**config.mk**
```make
export PLATFORM = sky130hd
export DESIGN_NAME = wcc_regs
export DESIGN_NICKNAME = d
export VERILOG_FILES = /design/src/rtl/wcc_pkg.sv /design/src/rtl/wcc_lvl_if.sv /design/src/rtl/wcc_level_dec.sv /design/src/rtl/wcc_regs.sv
export SDC_FILE = /design/constraint.sdc
export NUM_CORES = 1
export LEC_CHECK = 0
export BUFFER_PORTS_ARGS = -buffer_cell sky130_fd_sc_hd__buf_2
export CAP_MARGIN = 30
export CORE_ASPECT_RATIO = 1.2
export CORE_UTILIZATION = 49
export DETAILED_ROUTE_END_ITERATION = 6
export PLACE_DENSITY = 0.8
export SLEW_MARGIN = 20
export SYNTH_ARGS = -nofsm -noshare
export SYNTH_HDL_FRONTEND = slang
export SYNTH_SLANG_ARGS = --single-unit
```
**constraint.sdc**
```tcl
create_clock -name core_clk -period 6.3 [get_ports core_clk]
set_input_delay 0.315 -clock core_clk [delete_from_list [all_inputs] [get_ports core_clk]]
set_output_delay 0.315 -clock core_clk [all_outputs]
set_load 0.01 [all_outputs]
```
**src/rtl/wcc_pkg.sv**
```systemverilog
// Constants and types for the wetting current configuration registers
// Contract
// RULE_01: Each 3-bit level code decodes 0 to off, 1 to 1 mA, 2 to 2 mA, 3 to 5 mA and 4 to 10 mA.
// RULE_02: Codes 5, 6 and 7 all select the same 15 mA level.
// RULE_03: Low register bits 2-0 drive inputs 0 and 1 together, bits 5-3 drive inputs 2 and 3 together.
// RULE_04: The high register sits at offset 0x1E and reads all zeros after reset.
// RULE_05: High register bits 20-18 drive input 23, 17-15 input 22, 14-12 inputs 20/21, 11-0 pairs 18/19 to 12/13.
// RULE_06: With bit 22 clear, closed enabled sink inputs at 10 or 15 mA drop to 2 mA in continuous mode.
// RULE_07: With bit 21 clear, closed enabled source inputs at 10 or 15 mA drop to 2 mA in continuous mode.
// RULE_08: Reserved top bits of the high register are read-only zero; all other fields read and write.
// RULE_09: A select bit of zero puts an input in the source group, one in the sink group.
// RULE_10: Writes to reserved bits are dropped and those bits stay zero.
`default_nettype none
package wcc_pkg;
  localparam logic [7:0]  ADDR_LOW       = 8'h1D;
  localparam logic [7:0]  ADDR_HIGH      = 8'h1E;
  localparam logic [23:0] RESET_LOW      = 24'h000000;
  localparam logic [23:0] RESET_HIGH     = 24'h000000;
  localparam logic [23:0] HIGH_WR_MASK   = 24'h7FFFFF;
  localparam int          SINK_OFF_BIT   = 22;
  localparam int          SOURCE_OFF_BIT = 21;
  localparam int          NUM_INPUTS     = 24;
  localparam int          NUM_SELECT     = 10;
  localparam int          CODE_W         = 3;
  localparam logic [2:0]  CODE_MAX_PLAIN = 3'h4;

  // Field LSB in the {high, low} 48-bit concatenation, per input
  localparam int FIELD_LSB [NUM_INPUTS] = '{
    0, 0, 3, 3, 6, 9, 12, 12, 15, 15, 18, 21,
    24, 24, 27, 27, 30, 30, 33, 33, 36, 36, 39, 42};

  typedef enum logic [2:0] {
    WCC_OFF  = 3'h0,
    WCC_1MA  = 3'h1,
    WCC_2MA  = 3'h2,
    WCC_5MA  = 3'h3,
    WCC_10MA = 3'h4,
    WCC_15MA = 3'h5
  } wcc_lvl_t;

  typedef struct packed {
    logic [23:0] low;
    logic [23:0] high;
    logic [23:0] rd;
    logic [71:0] lvl;
  } wcc_state_t;
endpackage
`default_nettype wire

```
**src/rtl/wcc_lvl_if.sv**
```systemverilog
// Carrier between the register slice and one input's level decoder
`timescale 1ns/100ps
`default_nettype none
interface wcc_lvl_if;
  logic [2:0]        code;
  logic              scale_ok;
  wcc_pkg::wcc_lvl_t level;
  modport src (output code, output scale_ok, input level);
  modport dec (input code, input scale_ok, output level);
endinterface
`default_nettype wire

```
**src/rtl/wcc_level_dec.sv**
```systemverilog
// Per-input wetting level decode with closure down-scaling
`timescale 1ns/100ps
`default_nettype none
module wcc_level_dec (
  wcc_lvl_if.dec p
);
  function automatic wcc_pkg::wcc_lvl_t base_level(input logic [2:0] c);
    if (c > wcc_pkg::CODE_MAX_PLAIN) begin
      return wcc_pkg::WCC_15MA; // [RULE_02]
    end
    return wcc_pkg::wcc_lvl_t'(c); // [RULE_01]
  endfunction

  wcc_pkg::wcc_lvl_t base;

  always_comb begin
    base = base_level(p.code);
    // Only the two high levels scale; lower levels already limit heating
    if (p.scale_ok && (base == wcc_pkg::WCC_10MA || base == wcc_pkg::WCC_15MA)) begin
      p.level = wcc_pkg::WCC_2MA; // [RULE_06] [RULE_07]
    end else begin
      p.level = base;
    end
  end
endmodule
`default_nettype wire

```
**src/rtl/wcc_regs.sv**
```systemverilog
// Wetting current configuration registers and per-input level outputs
`timescale 1ns/100ps
`default_nettype none
module wcc_regs (
  input  wire logic        core_clk,
  input  wire logic        nrst,
  input  wire logic [7:0]  reg_addr,
  input  wire logic [23:0] reg_wdata,
  input  wire logic        reg_wr,
  input  wire logic        reg_rd,
  output var  logic [23:0] reg_rd_data,
  input  wire logic [9:0]  current_source_select,
  input  wire logic [23:0] input_enable,
  input  wire logic        continuous_mode,
  input  wire logic [23:0] switch_closed,
  output var  logic [71:0] wetting_level
);
  logic [1:0]          rst_sync_q;
  logic                rst_n_s;
  wcc_pkg::wcc_state_t s_q;
  wcc_pkg::wcc_state_t s_d;
  logic [47:0]         cat;
  logic [2:0]          codes_w [wcc_pkg::NUM_INPUTS];
  logic [2:0]          lvl_w   [wcc_pkg::NUM_INPUTS];

  // Asynchronous assert, synchronous release
  always_ff @(posedge core_clk or negedge nrst) begin
    if (!nrst) begin
      rst_sync_q <= 2'h0;
    end else begin
      rst_sync_q <= {rst_sync_q[0], 1'b1};
    end
  end
  assign rst_n_s = rst_sync_q[1];

  function automatic logic is_sink(input int i, input logic [9:0] sel);
    // Inputs above the selectable set are fixed to the source group
    if (i < wcc_pkg::NUM_SELECT) begin
      return sel[i]; // [RULE_09]
    end
    return 1'b0;
  endfunction

  assign cat = {s_q.high, s_q.low};

  wcc_lvl_if lvl_if [wcc_pkg::NUM_INPUTS] ();

  genvar gi;
  generate
    for (gi = 0; gi < wcc_pkg::NUM_INPUTS; gi++) begin : g_in
      assign codes_w[gi] = cat[wcc_pkg::FIELD_LSB[gi] +: wcc_pkg::CODE_W]; // [RULE_03] [RULE_05]
      assign lvl_if[gi].code = codes_w[gi];
      assign lvl_if[gi].scale_ok = continuous_mode && input_enable[gi] && switch_closed[gi] &&
        (is_sink(gi, current_source_select) ? !s_q.high[wcc_pkg::SINK_OFF_BIT]      // [RULE_06]
                                            : !s_q.high[wcc_pkg::SOURCE_OFF_BIT]); // [RULE_07]
      assign lvl_w[gi] = lvl_if[gi].level;
      wcc_level_dec u_dec (
        .p (lvl_if[gi])
      );
    end
  endgenerate

  always_comb begin
    s_d = s_q;
    if (reg_wr && reg_addr == wcc_pkg::ADDR_LOW) begin
      s_d.low = reg_wdata;
    end
    if (reg_wr && reg_addr == wcc_pkg::ADDR_HIGH) begin
      s_d.high = reg_wdata & wcc_pkg::HIGH_WR_MASK; // [RULE_04] [RULE_08] [RULE_10]
    end
    if (reg_rd) begin
      case (reg_addr)
        wcc_pkg::ADDR_LOW:  s_d.rd = s_q.low;
        wcc_pkg::ADDR_HIGH: s_d.rd = s_q.high & wcc_pkg::HIGH_WR_MASK; // [RULE_08]
        // Unmapped offsets read zero so a probe never sees stale data
        default:            s_d.rd = 24'h000000;
      endcase
    end
    for (int i = 0; i < wcc_pkg::NUM_INPUTS; i++) begin
      s_d.lvl[i*3 +: 3] = lvl_w[i];
    end
  end

  always_ff @(posedge core_clk or negedge rst_n_s) begin
    if (!rst_n_s) begin
      s_q <= '{low: wcc_pkg::RESET_LOW, high: wcc_pkg::RESET_HIGH, rd: 24'h000000, lvl: 72'h0}; // [RULE_04]
    end else begin
      s_q <= s_d;
    end
  end

  assign reg_rd_data   = s_q.rd;
  assign wetting_level = s_q.lvl;
endmodule
`default_nettype wire
```
==> out/results.ini, run 1 <==
[status]
status = finished with violations
violations = design-rule violations

[detailed_routing]
routed_wl_um = 13600
drt-pass1-iter-count = 7
via_count = 4281
drc_errors = 2
drt_iter0_drc = 155
drtAntennaViolNets = 0
wl_per_cell_um = 17.0
vias_per_cell = 5.36

[synth]
synth_fa_ha_area_share_pct = 0
post-synth-top-count-cell = dfrtp_1
synth_area_um2 = 5790
ys_ff_latch = 145
syn_inst = 441
synth_top_family_by_area = multiplexers
synth-edff-count = 0
syn_nets = 536
synthSimpleGateAreaFrac_pct = 8.20
synthXorXnorAreaFrac_pct = 0
postSynthAreaPerCell_um2 = 13.1
synth_common_cells = 145 x dfrtp_1, 36 x nand2_1, 25 x a21oi_1, 23 x a22oi_1, 23 x o31ai_1
yosysWarnings = 0
synthArstFlopShare_pct = 100
synthMuxAreaShare_pct = 14.1
synth-seq-area-share_pct = 62.7
synth_compound_area_share_pct = 11.5
yosysTopAreaCell = dfrtp_1
ys_types = 28
synth_ff_type = dfrtp_1
synthTopCellsByArea = dfrtp_1 63%, mux2_4 5.2%, mux2_2 3.9%
netlist.area_leader.share_pct = 62.7

[floorplanning]
rows = 43
dieArea_um2 = 12200
die_h_um = 121
core_area_um2 = 11500
io_pins = 191
die_w_um = 101
initial_utilization_pct = 50.2

[worst_setup_path]
end_kind = register
path_cells = buf_2 > nor2b_2 > nand4_2 > mux2_1
r2r_cells = 4
worstPathMaxFanout = 23
slowest_stage = nand4_2
start_kind = input port
r2r-end = wetting_level[57]$_DFF_PN0_
cp.arrival_ns = 2.32
r2r_slack_ns = 4.36
required_ns = 6.59
max_stage_delay_ns = 0.79
r2r-start = cat[45]$_DFFE_PN0P_
worstSetupPathType = in -> reg

[cells_and_area]
area_delta_synth_final_pct = 29.7
diodes = 0
fin_area_um2 = 7500
final_util_pct = 65.2
fillers = 897
drive_gt1_share_pct = 42.8
fin_nets = 724

[hold_path]
min_to = wetting_level[53]$_DFF_PN0_
hold_path_depth = 2
min_from = input_enable[17]
min_path_type = in -> reg

[placement]
dpl_cell_area_um2 = 6870
port_buffers = 190
dp.final_hpwl_um = 9370
place_congestion = 0.828

[clock_tree]
clock_path_buffers = 2
clk_latency_ns = 0.42
cts_setup_buffers = 0
h-tree-depth = 4
path_clk_slew_ns = 0.06
cts_tree = built
cts-root-buf = clkbuf_16
clock-sinks = 145
cts-buffers-inserted = 17

[sta]
min_period_ns = 2.03
drv_slew = 0
fmax_mhz = 492
fin_crit_sh_pct = 32.3
fin_setup_tns_ns = 0
finalHoldViolCount = 0
relSlewSlack_pct = 41.5
hold_ws_ns = 0.0917
grt_setup_unrepaired = false
skew_ns = 0.00567
tightest_slew_ns = 0.876
final-setup-viol-count = 0

[power_and_ir_drop]
p_leak_nw = 3.98
ir_worst_vdd_mv = 0.157
p_per_area_nw_per_um2 = 289

[grt]
overflow = 0
grt_first_pass_wirelength_um = 21300
grt_pass1_vias = 4298
grtUsageTotal_pct = 23.2
grt_max_degree = 62
antenna_found_initial = 0

[job]
cap_violations = 0

[what timing repair did]
item,4_1_cts,5_1_grt
resized for setup,0,0
endpoints found under the hold margin,2,0
hold buffers,1,0
[area by class of cell]
cell class | instances | area, µm² | share of cell area [%]
clock inverters | 11 | 128 | 1.70
inverters | 14 | 52.6 | 0.700
clock buffers | 21 | 480 | 6.40
flip-flops and latches | 145 | 3630 | 48.4
multi-input cells | 253 | 1970 | 26.2
well taps | 157 | 196 | 2.62
repair buffers | 198 | 1050 | 14.0
[per-layer routing]
metal	share of wire (%)	global-route usage, %	vias to the layer above
li1	-	-	1984
met1	40	28.6	2101
met2	51	38.0	165
met3	6.7	5.99	31
met4	2.8	11.0	0
met5	0	0	-
[power breakdown]
group          total [mW]  leakage (nW)  switching [mW]  internal [mW]
Combinational       0.155          1.70          0.0820         0.0730
Sequential           1.00          2.00          0.0344          0.969
Clock                1.01         0.280           0.386          0.626
Total                2.17          3.98           0.502           1.67
[per-stage QoR]
step                setup WS (ns)  total power, mW  instances
CTS                          4.26             2.18        798
global placement             3.38             1.17        763
floorplan                    1.96             1.09        441
detailed placement           3.84             1.18        765
global route                 4.18             2.25        799
finish                       4.27             2.17        799
[worst max-delay path by stage]
stage	to	depth (start not counted)	startpoint	slack (ns)
floorplan	cat[0]$_DFFE_PN0P_	0	rst_sync_q[1]$_DFF_PN0_	1.96
global placement	cat[41]$_DFFE_PN0P_	4	reg_addr[1]	3.38
detailed placement	cat[26]$_DFFE_PN0P_	4	reg_addr[1]	3.84
CTS	wetting_level[60]$_DFF_PN0_	4	cat[45]$_DFFE_PN0P_	4.26
global route	cat[37]$_DFFE_PN0P_	4	reg_addr[1]	4.18
finish	cat[37]$_DFFE_PN0P_	4	reg_addr[1]	4.27
[registers in the layout (all words and copies together) (netlist names)]
name,count
wetting_level,72
cat,47
reg_rd_data,24
rst_sync_q,2
[placed cells by master (no fill, tap or decap), drive strengths merged]
| cell | instances |
|---|---|
| a21oi | 25 |
| a22oi | 23 |
| a31oi | 14 |
| a41oi | 7 |
| and4 | 11 |
| and4b | 1 |
| buf | 197 |
| bufinv | 2 |
| clkbuf | 21 |
| clkinv | 1 |
| clkinvlp | 6 |
| conb | 1 |
| dfrtp | 145 |
| dlygate4sd3 | 1 |
| inv | 16 |
| mux2 | 57 |
| mux2i | 10 |
| nand2 | 36 |
| nand3 | 4 |
| nand4 | 12 |
| nor2 | 1 |
| nor2b | 20 |
| o21ai | 7 |
| o2bb2ai | 1 |
| o31ai | 23 |
[critical path, delay by kind of cell]
family	cells	cell delay [ns]
buffers and inverters	1	0.09
and+or+nand+nor	2	1.31
muxes	1	0.60
[cells by family after synthesis]
kind of cell / after synthesis
buffers and inverters: 43
flip-flops: 145
other: 1
AND/OR/NAND/NOR: 85
multiplexers: 67
AO/OA/AOI/OAI: 100
(Power assumes the default switching activity.)
==> run 2: changes to the inputs <==
Settings changed: CORE_UTILIZATION 49 to 45, PLACE_DENSITY 0.8 to 0.77.
Clock period 6.3 ns to 1.8 ns, I/O delays scaled along.
==> run 2 against run 1 <==
Sequential power rose to 3.5 times the previous value. Largest power group unchanged. Clock-buffer cell count fell by 3. The flow still finishes with violations (design-rule violations). Critical path depth fell by 1. Cell area rose by 8.1%. Wire length rose by 9.8%. Utilization fell by 0.88 points. Hold slack got worse by 0.029 ns. Non-clock buffer count rose by 57. Highest routed layer unchanged. Flip-flop and latch count did not move.
==> out/results.ini, run 2 (synthesized netlist as in run 1, its figures left out) <==
[floorplanning]
core_area_um2 = 12600
die_w_um = 106
initial_utilization_pct = 45.9
dieArea_um2 = 13300
rows = 45
io_pins = 191
die_h_um = 126

[power_and_ir_drop]
swShare_pct = 22.6
clkPwrFrac_pct = 47.0
internal_power_mw = 6.08
comb_power_share_pct = 8.5
ir_worst_vdd_mv = 0.569
p_leak_nw = 4.25
p_per_area_nw_per_um2 = 968
pwr-share-seq_pct = 44.5
netSwitchingPower_mw = 1.77

[placement]
port_buffers = 190
place_congestion = 0.831
dp_slack_ns = 0.211
dp.final_hpwl_um = 9640
dpl_cell_area_um2 = 6940

[clock_tree]
clk_latency_ns = 0.41
path_clk_slew_ns = 0.06
cts-root-buf = clkbuf_16
clock_path_buffers = 2
cts_tree = built
cts-buffers-inserted = 17
clock-sinks = 145
cts_setup_buffers = 0
h-tree-depth = 4

[sta]
skew_ns = 0.00926
tightest_slew_ns = 0.658
min_period_ns = 1.58
final-setup-viol-count = 0
grt_setup_unrepaired = false
finalHoldViolCount = 0
fmax_mhz = 633
fin_crit_sh_pct = 87.8
drv_slew = 0
fin_setup_tns_ns = 0
fin_ws_ns = 0.220
relSlewSlack_pct = 56.2

[cells_and_area]
fillers = 945
mostFrequentLayoutCells = 190 x buf_2, 144 x dfrtp_1, 55 x dlygate4sd3_1
final_common_cell = buf_2
fin_area_um2 = 8110
fin_nets = 781
area_delta_synth_final_pct = 40.2
largest_reg_flops = 72
drive_gt1_share_pct = 39.7
diodes = 0

[grt]
grt_max_degree = 81
busiest_layer = met2
antenna_found_initial = 0
grt_first_pass_wirelength_um = 24000
overflow = 0
met1_usage_pct = 26.4
grtUsageMet3_pct = 5.38
use_met2_pct = 42.2
grt_pass1_vias = 4915
grtUsageTotal_pct = 23.5

[job]
cap_violations = 0

[detailed_routing]
vias_per_cell = 5.33
drt_iter0_drc = 258
drc_errors = 1
routed_wl_um = 14900
via_count = 4594
wl_per_cell_um = 17.3
drtAntennaViolNets = 0
drt-pass1-iter-count = 7

[hold_path]
min_from = switch_closed[7]
hold_path_depth = 3
min_path_type = in -> reg
min_to = wetting_level[23]$_DFF_PN0_

[worst_setup_path]
required_ns = 2.09
r2r-start = cat[45]$_DFFE_PN0P_
end_kind = register
r2r-end = wetting_level[10]$_DFF_PN0_
worstSetupPathType = reg -> reg
path_cells = mux2i_1 > and4_1 > mux2_2
slowest_stage = dfrtp_1
worstPathMaxFanout = 13
r2r_slack_ns = 0.22
cp.arrival_ns = 1.87
path_delay_family = flip-flops
max_stage_delay_ns = 0.76
r2r_cells = 3
critPathBufInv = 0
start_kind = register

[status]
status = finished with violations
violations = design-rule violations

==> run 2: cell count changes in the layout (fill, tap and decap cells not counted), sizes merged <==
cell	previous run	this run
bufinv	2	4
clkinv	1	6
dlygate4sd3	1	55
clkbuf	21	18
buf	197	200
clkinvlp	6	1
==> run 2: timing repair <==
action                                 in CTS  in global routing
gates resized for setup                     0                  0
hold buffers                               55                  0
endpoints found under the hold margin      85                  0
==> run 2: tightest hold or removal path, stage by stage <==
cell and delay, ns:
buf_2 0.07, and4_1 0.22, nor2b_1 0.05
==> run 2: final cells by class <==
class | count | area, µm² | area share, %
timing repair buffer | 255 | 1630 | 20.1
clock inverter | 13 | 183 | 2.25
clock buffer | 18 | 439 | 5.42
tap | 164 | 205 | 2.53
multi-input combinational | 253 | 1970 | 24.3
sequential | 145 | 3630 | 44.8
inverter | 14 | 52.6 | 0.648
==> run 2: per-layer routing <==
layer | up-vias | routed length (µm)
li1 | 2095 | -
met1 | 2283 | 5710
met2 | 182 | 8070
met3 | 34 | 741
met4 | 0 | 390
met5 | - | 0
==> run 2: stage by stage <==
stage          hold slack [ns]  power (mW)  util (%)  cells
5_1_grt                 0.0661        8.13      64.3    862
4_1_cts                 0.0461        7.90      64.3    862
3_3_place_gp            -0.124        4.10      55.0    776
3_5_place_dp            -0.121        4.12      55.0    776
2_1_floorplan           -0.206        3.81         -    441
6_report                0.0628        7.85      64.3    862
==> run 2: worst max path at each step <==
stage,startpoint,endpoint,slack (ns),depth (start not counted)
detailed placement,cat[45]$_DFFE_PN0P_,wetting_level[10]$_DFF_PN0_,0.21,3
finish,cat[45]$_DFFE_PN0P_,wetting_level[10]$_DFF_PN0_,0.22,3
global route,cat[45]$_DFFE_PN0P_,wetting_level[13]$_DFF_PN0_,0.13,3
CTS,cat[45]$_DFFE_PN0P_,wetting_level[13]$_DFF_PN0_,0.20,3
global placement,cat[45]$_DFFE_PN0P_,wetting_level[1]$_DFF_PN0_,0.29,3
floorplan,rst_sync_q[1]$_DFF_PN0_,cat[0]$_DFFE_PN0P_,0.28,0
==> run 2: power groups by stage <==
stage	logic [mW]	clock network, mW	registers [mW]
2_1_floorplan	0.215	0	3.60
3_3_place_gp	0.556	0	3.54
3_5_place_dp	0.575	0	3.55
4_1_cts	0.671	3.74	3.49
5_1_grt	0.733	3.89	3.51
6_report	0.670	3.68	3.49
==> run 3: changes to the inputs <==
Settings changed: CORE_UTILIZATION 45 to 46, PLACE_DENSITY 0.77 to 0.78, SYNTH_HIERARCHICAL set to 1.
==> run 3 against run 2 <==
The run now ends clean. Maximum frequency grew 0.70%. Flip-flop and latch count did not move. Area after synthesis increased by 3.5%. Via count shrank 4.4%. Non-clock buffer count is 19 lower. Register-to-register slack is essentially flat. Synthesized cell count fell by 3.9%. Critical path type unchanged. Critical endpoint is now wetting_level[1]$_DFF_PN0_. Largest cell class unchanged. Largest power group is now registers.
==> out/results.ini, run 3 <==
[synth]
synth-edff-count = 0
synth_ff_type = dfrtp_1
synth_area_um2 = 5990
synthArstFlopShare_pct = 100
ys_ff_latch = 145
syn_inst = 424
postSynthAreaPerCell_um2 = 14.1
synth-seq-area-share_pct = 60.6
synthTopCellsByArea = dfrtp_1 61%, mux2_4 16%, a21oi_1 4.0%
netlist.area_leader.share_pct = 60.6
synth_common_cells = 145 x dfrtp_1, 64 x mux2_4, 48 x a21oi_1, 27 x nor2b_1, 24 x nand2_1
yosysTopAreaCell = dfrtp_1
syn_nets = 519
ys_types = 21
yosysWarnings = 6
post-synth-top-count-cell = dfrtp_1

[cells_and_area]
multi_input_area_um2 = 2240
fin_nets = 753
fillers = 959
mostFrequentLayoutCells = 190 x buf_2, 144 x dfrtp_1, 64 x mux2_4
stdcell_count = 835
drive_gt1_share_pct = 46.9
final_common_cell = buf_2
ff_latch_area_um2 = 3630
largest_reg_flops = 72
area_delta_synth_final_pct = 34.7

[detailed_routing]
routed_wl_um = 14800
drtAntennaViolNets = 0
vias_per_cell = 5.26
drt_iter0_drc = 201
wl_per_cell_um = 17.8
drc_errors = 0
via_count = 4394
drt-pass1-iter-count = 7

[floorplanning]
die_h_um = 127
initial_utilization_pct = 47.3
core_area_um2 = 12700
rows = 45
io_pins = 191
die_w_um = 106
dieArea_um2 = 13500

[worst_setup_path]
start_kind = register
worstPathMaxFanout = 12
worstSetupPathType = reg -> reg
cp.arrival_ns = 1.86
end_kind = register
required_ns = 2.09
r2r_cells = 3
r2r_slack_ns = 0.23

[hold_path]
hold_path_depth = 3
min_path_type = in -> reg

[clock_tree]
cts_tree = built
cts_setup_buffers = 0
ctsResizeCount = 0
clk_latency_ns = 0.41
cts-root-buf = clkbuf_16
cts-buffers-inserted = 17
h-tree-depth = 4
clock-sinks = 145
path_clk_slew_ns = 0.06
clock_path_buffers = 2

[sta]
drv_slew = 0
relSlewSlack_pct = 59.4
grt_setup_unrepaired = false
finalHoldViolCount = 0
min_period_ns = 1.57
tightest_slew_ns = 0.610
skew_ns = 0.00956
fin_crit_sh_pct = 87.2
final-setup-viol-count = 0
fmax_mhz = 637
fin_ws_ns = 0.231
fin_setup_tns_ns = 0

[grt]
grt_first_pass_wirelength_um = 23000
grt_max_degree = 48
overflow = 0
grtUsageTotal_pct = 22.8
antenna_found_initial = 2
grt_pass1_vias = 4416

[power_and_ir_drop]
p_leak_nw = 4.38
p_per_area_nw_per_um2 = 939
clkPwrFrac_pct = 44.8
ir_worst_vdd_mv = 0.490
pwr-share-seq_pct = 46.5
netSwitchingPower_mw = 1.72
comb_power_share_pct = 8.7
internal_power_mw = 5.85
swShare_pct = 22.8

[placement]
placed_cells = 776
dp_slack_ns = 0.215
place_congestion = 0.769
port_buffers = 190
dp.final_hpwl_um = 10300

[status]
status = finished clean

[job]
cap_violations = 0

run 3: per-layer routing:
| metal | up-vias | track usage (%) | wire [µm] |
|---|---|---|---|
| met5 | - | 0 | 0 |
| met4 | 0 | 9.48 | 287 |
| met3 | 22 | 5.20 | 784 |
| met2 | 174 | 40.3 | 7960 |
| met1 | 2185 | 26.6 | 5810 |
| li1 | 2013 | - | - |
run 3: worst paths after layout:
path                                              start                     endpoint
worst max-delay path                cat[46]$_DFFE_PN0P_   wetting_level[1]$_DFF_PN0_
worst max register to register      cat[46]$_DFFE_PN0P_   wetting_level[1]$_DFF_PN0_
worst min-delay path                   input_enable[12]  wetting_level[38]$_DFF_PN0_
worst min register to register  rst_sync_q[1]$_DFF_PN0_  wetting_level[48]$_DFF_PN0_
min in group asynchronous       rst_sync_q[1]$_DFF_PN0_  wetting_level[48]$_DFF_PN0_
max in group asynchronous       rst_sync_q[1]$_DFF_PN0_   reg_rd_data[0]$_DFFE_PN0P_
run 3: layout make-up:
class	count	area share, %
flip-flops and latches	145	45.0
diodes	2	0.0621
inverters	1	0.0466
well taps	164	2.55
repair buffers	236	17.4
clock inverters	9	1.37
multi-input cells	257	27.8
clock buffers	21	5.71
run 3: power groups by stage:
stage	combinational (mW)	clock, mW	sequential, mW
2_1_floorplan	0.254	0	3.62
3_3_place_gp	0.593	0	3.57
3_5_place_dp	0.615	0	3.58
4_1_cts	0.665	3.44	3.52
5_1_grt	0.716	3.59	3.54
6_report	0.661	3.39	3.52
run 3: per-stage QoR:
stage | utilization (%) | cell area [µm²] | hold WS, ns | power [mW]
detailed placement | 57.0 | 7220 | -0.118 | 4.19
global route | 63.6 | 8060 | 0.0307 | 7.85
global placement | 57.0 | 7220 | -0.125 | 4.16
floorplan | - | 5990 | -0.206 | 3.87
CTS | 63.6 | 8060 | 0.00395 | 7.63
finish | 63.6 | 8060 | 0.0317 | 7.57
run 3: kinds of logic (layout without fill, tap and decap cells):
logic type / Yosys count / in the layout / synth area share, %
and+or+nand+nor: 80 / 80 / 8.38
buffers and inverters: 22 / 267 / 1.99
other: 1 / 3 / 0.0626
DFF: 145 / 145 / 60.6
muxes: 81 / 81 / 19.0
AOI/OAI and AO/OA: 95 / 95 / 9.93
run 3: worst max-delay path, stage by stage (launching register included):
cell	delay (ns)
dfrtp_1	0.73
mux2i_1	0.17
and4_1	0.28
mux2_4	0.27
run 3: repair_timing:
action	in CTS	in global routing
endpoints found under the setup margin	0	0
hold buffers	27	0
endpoints found under the hold margin	50	0
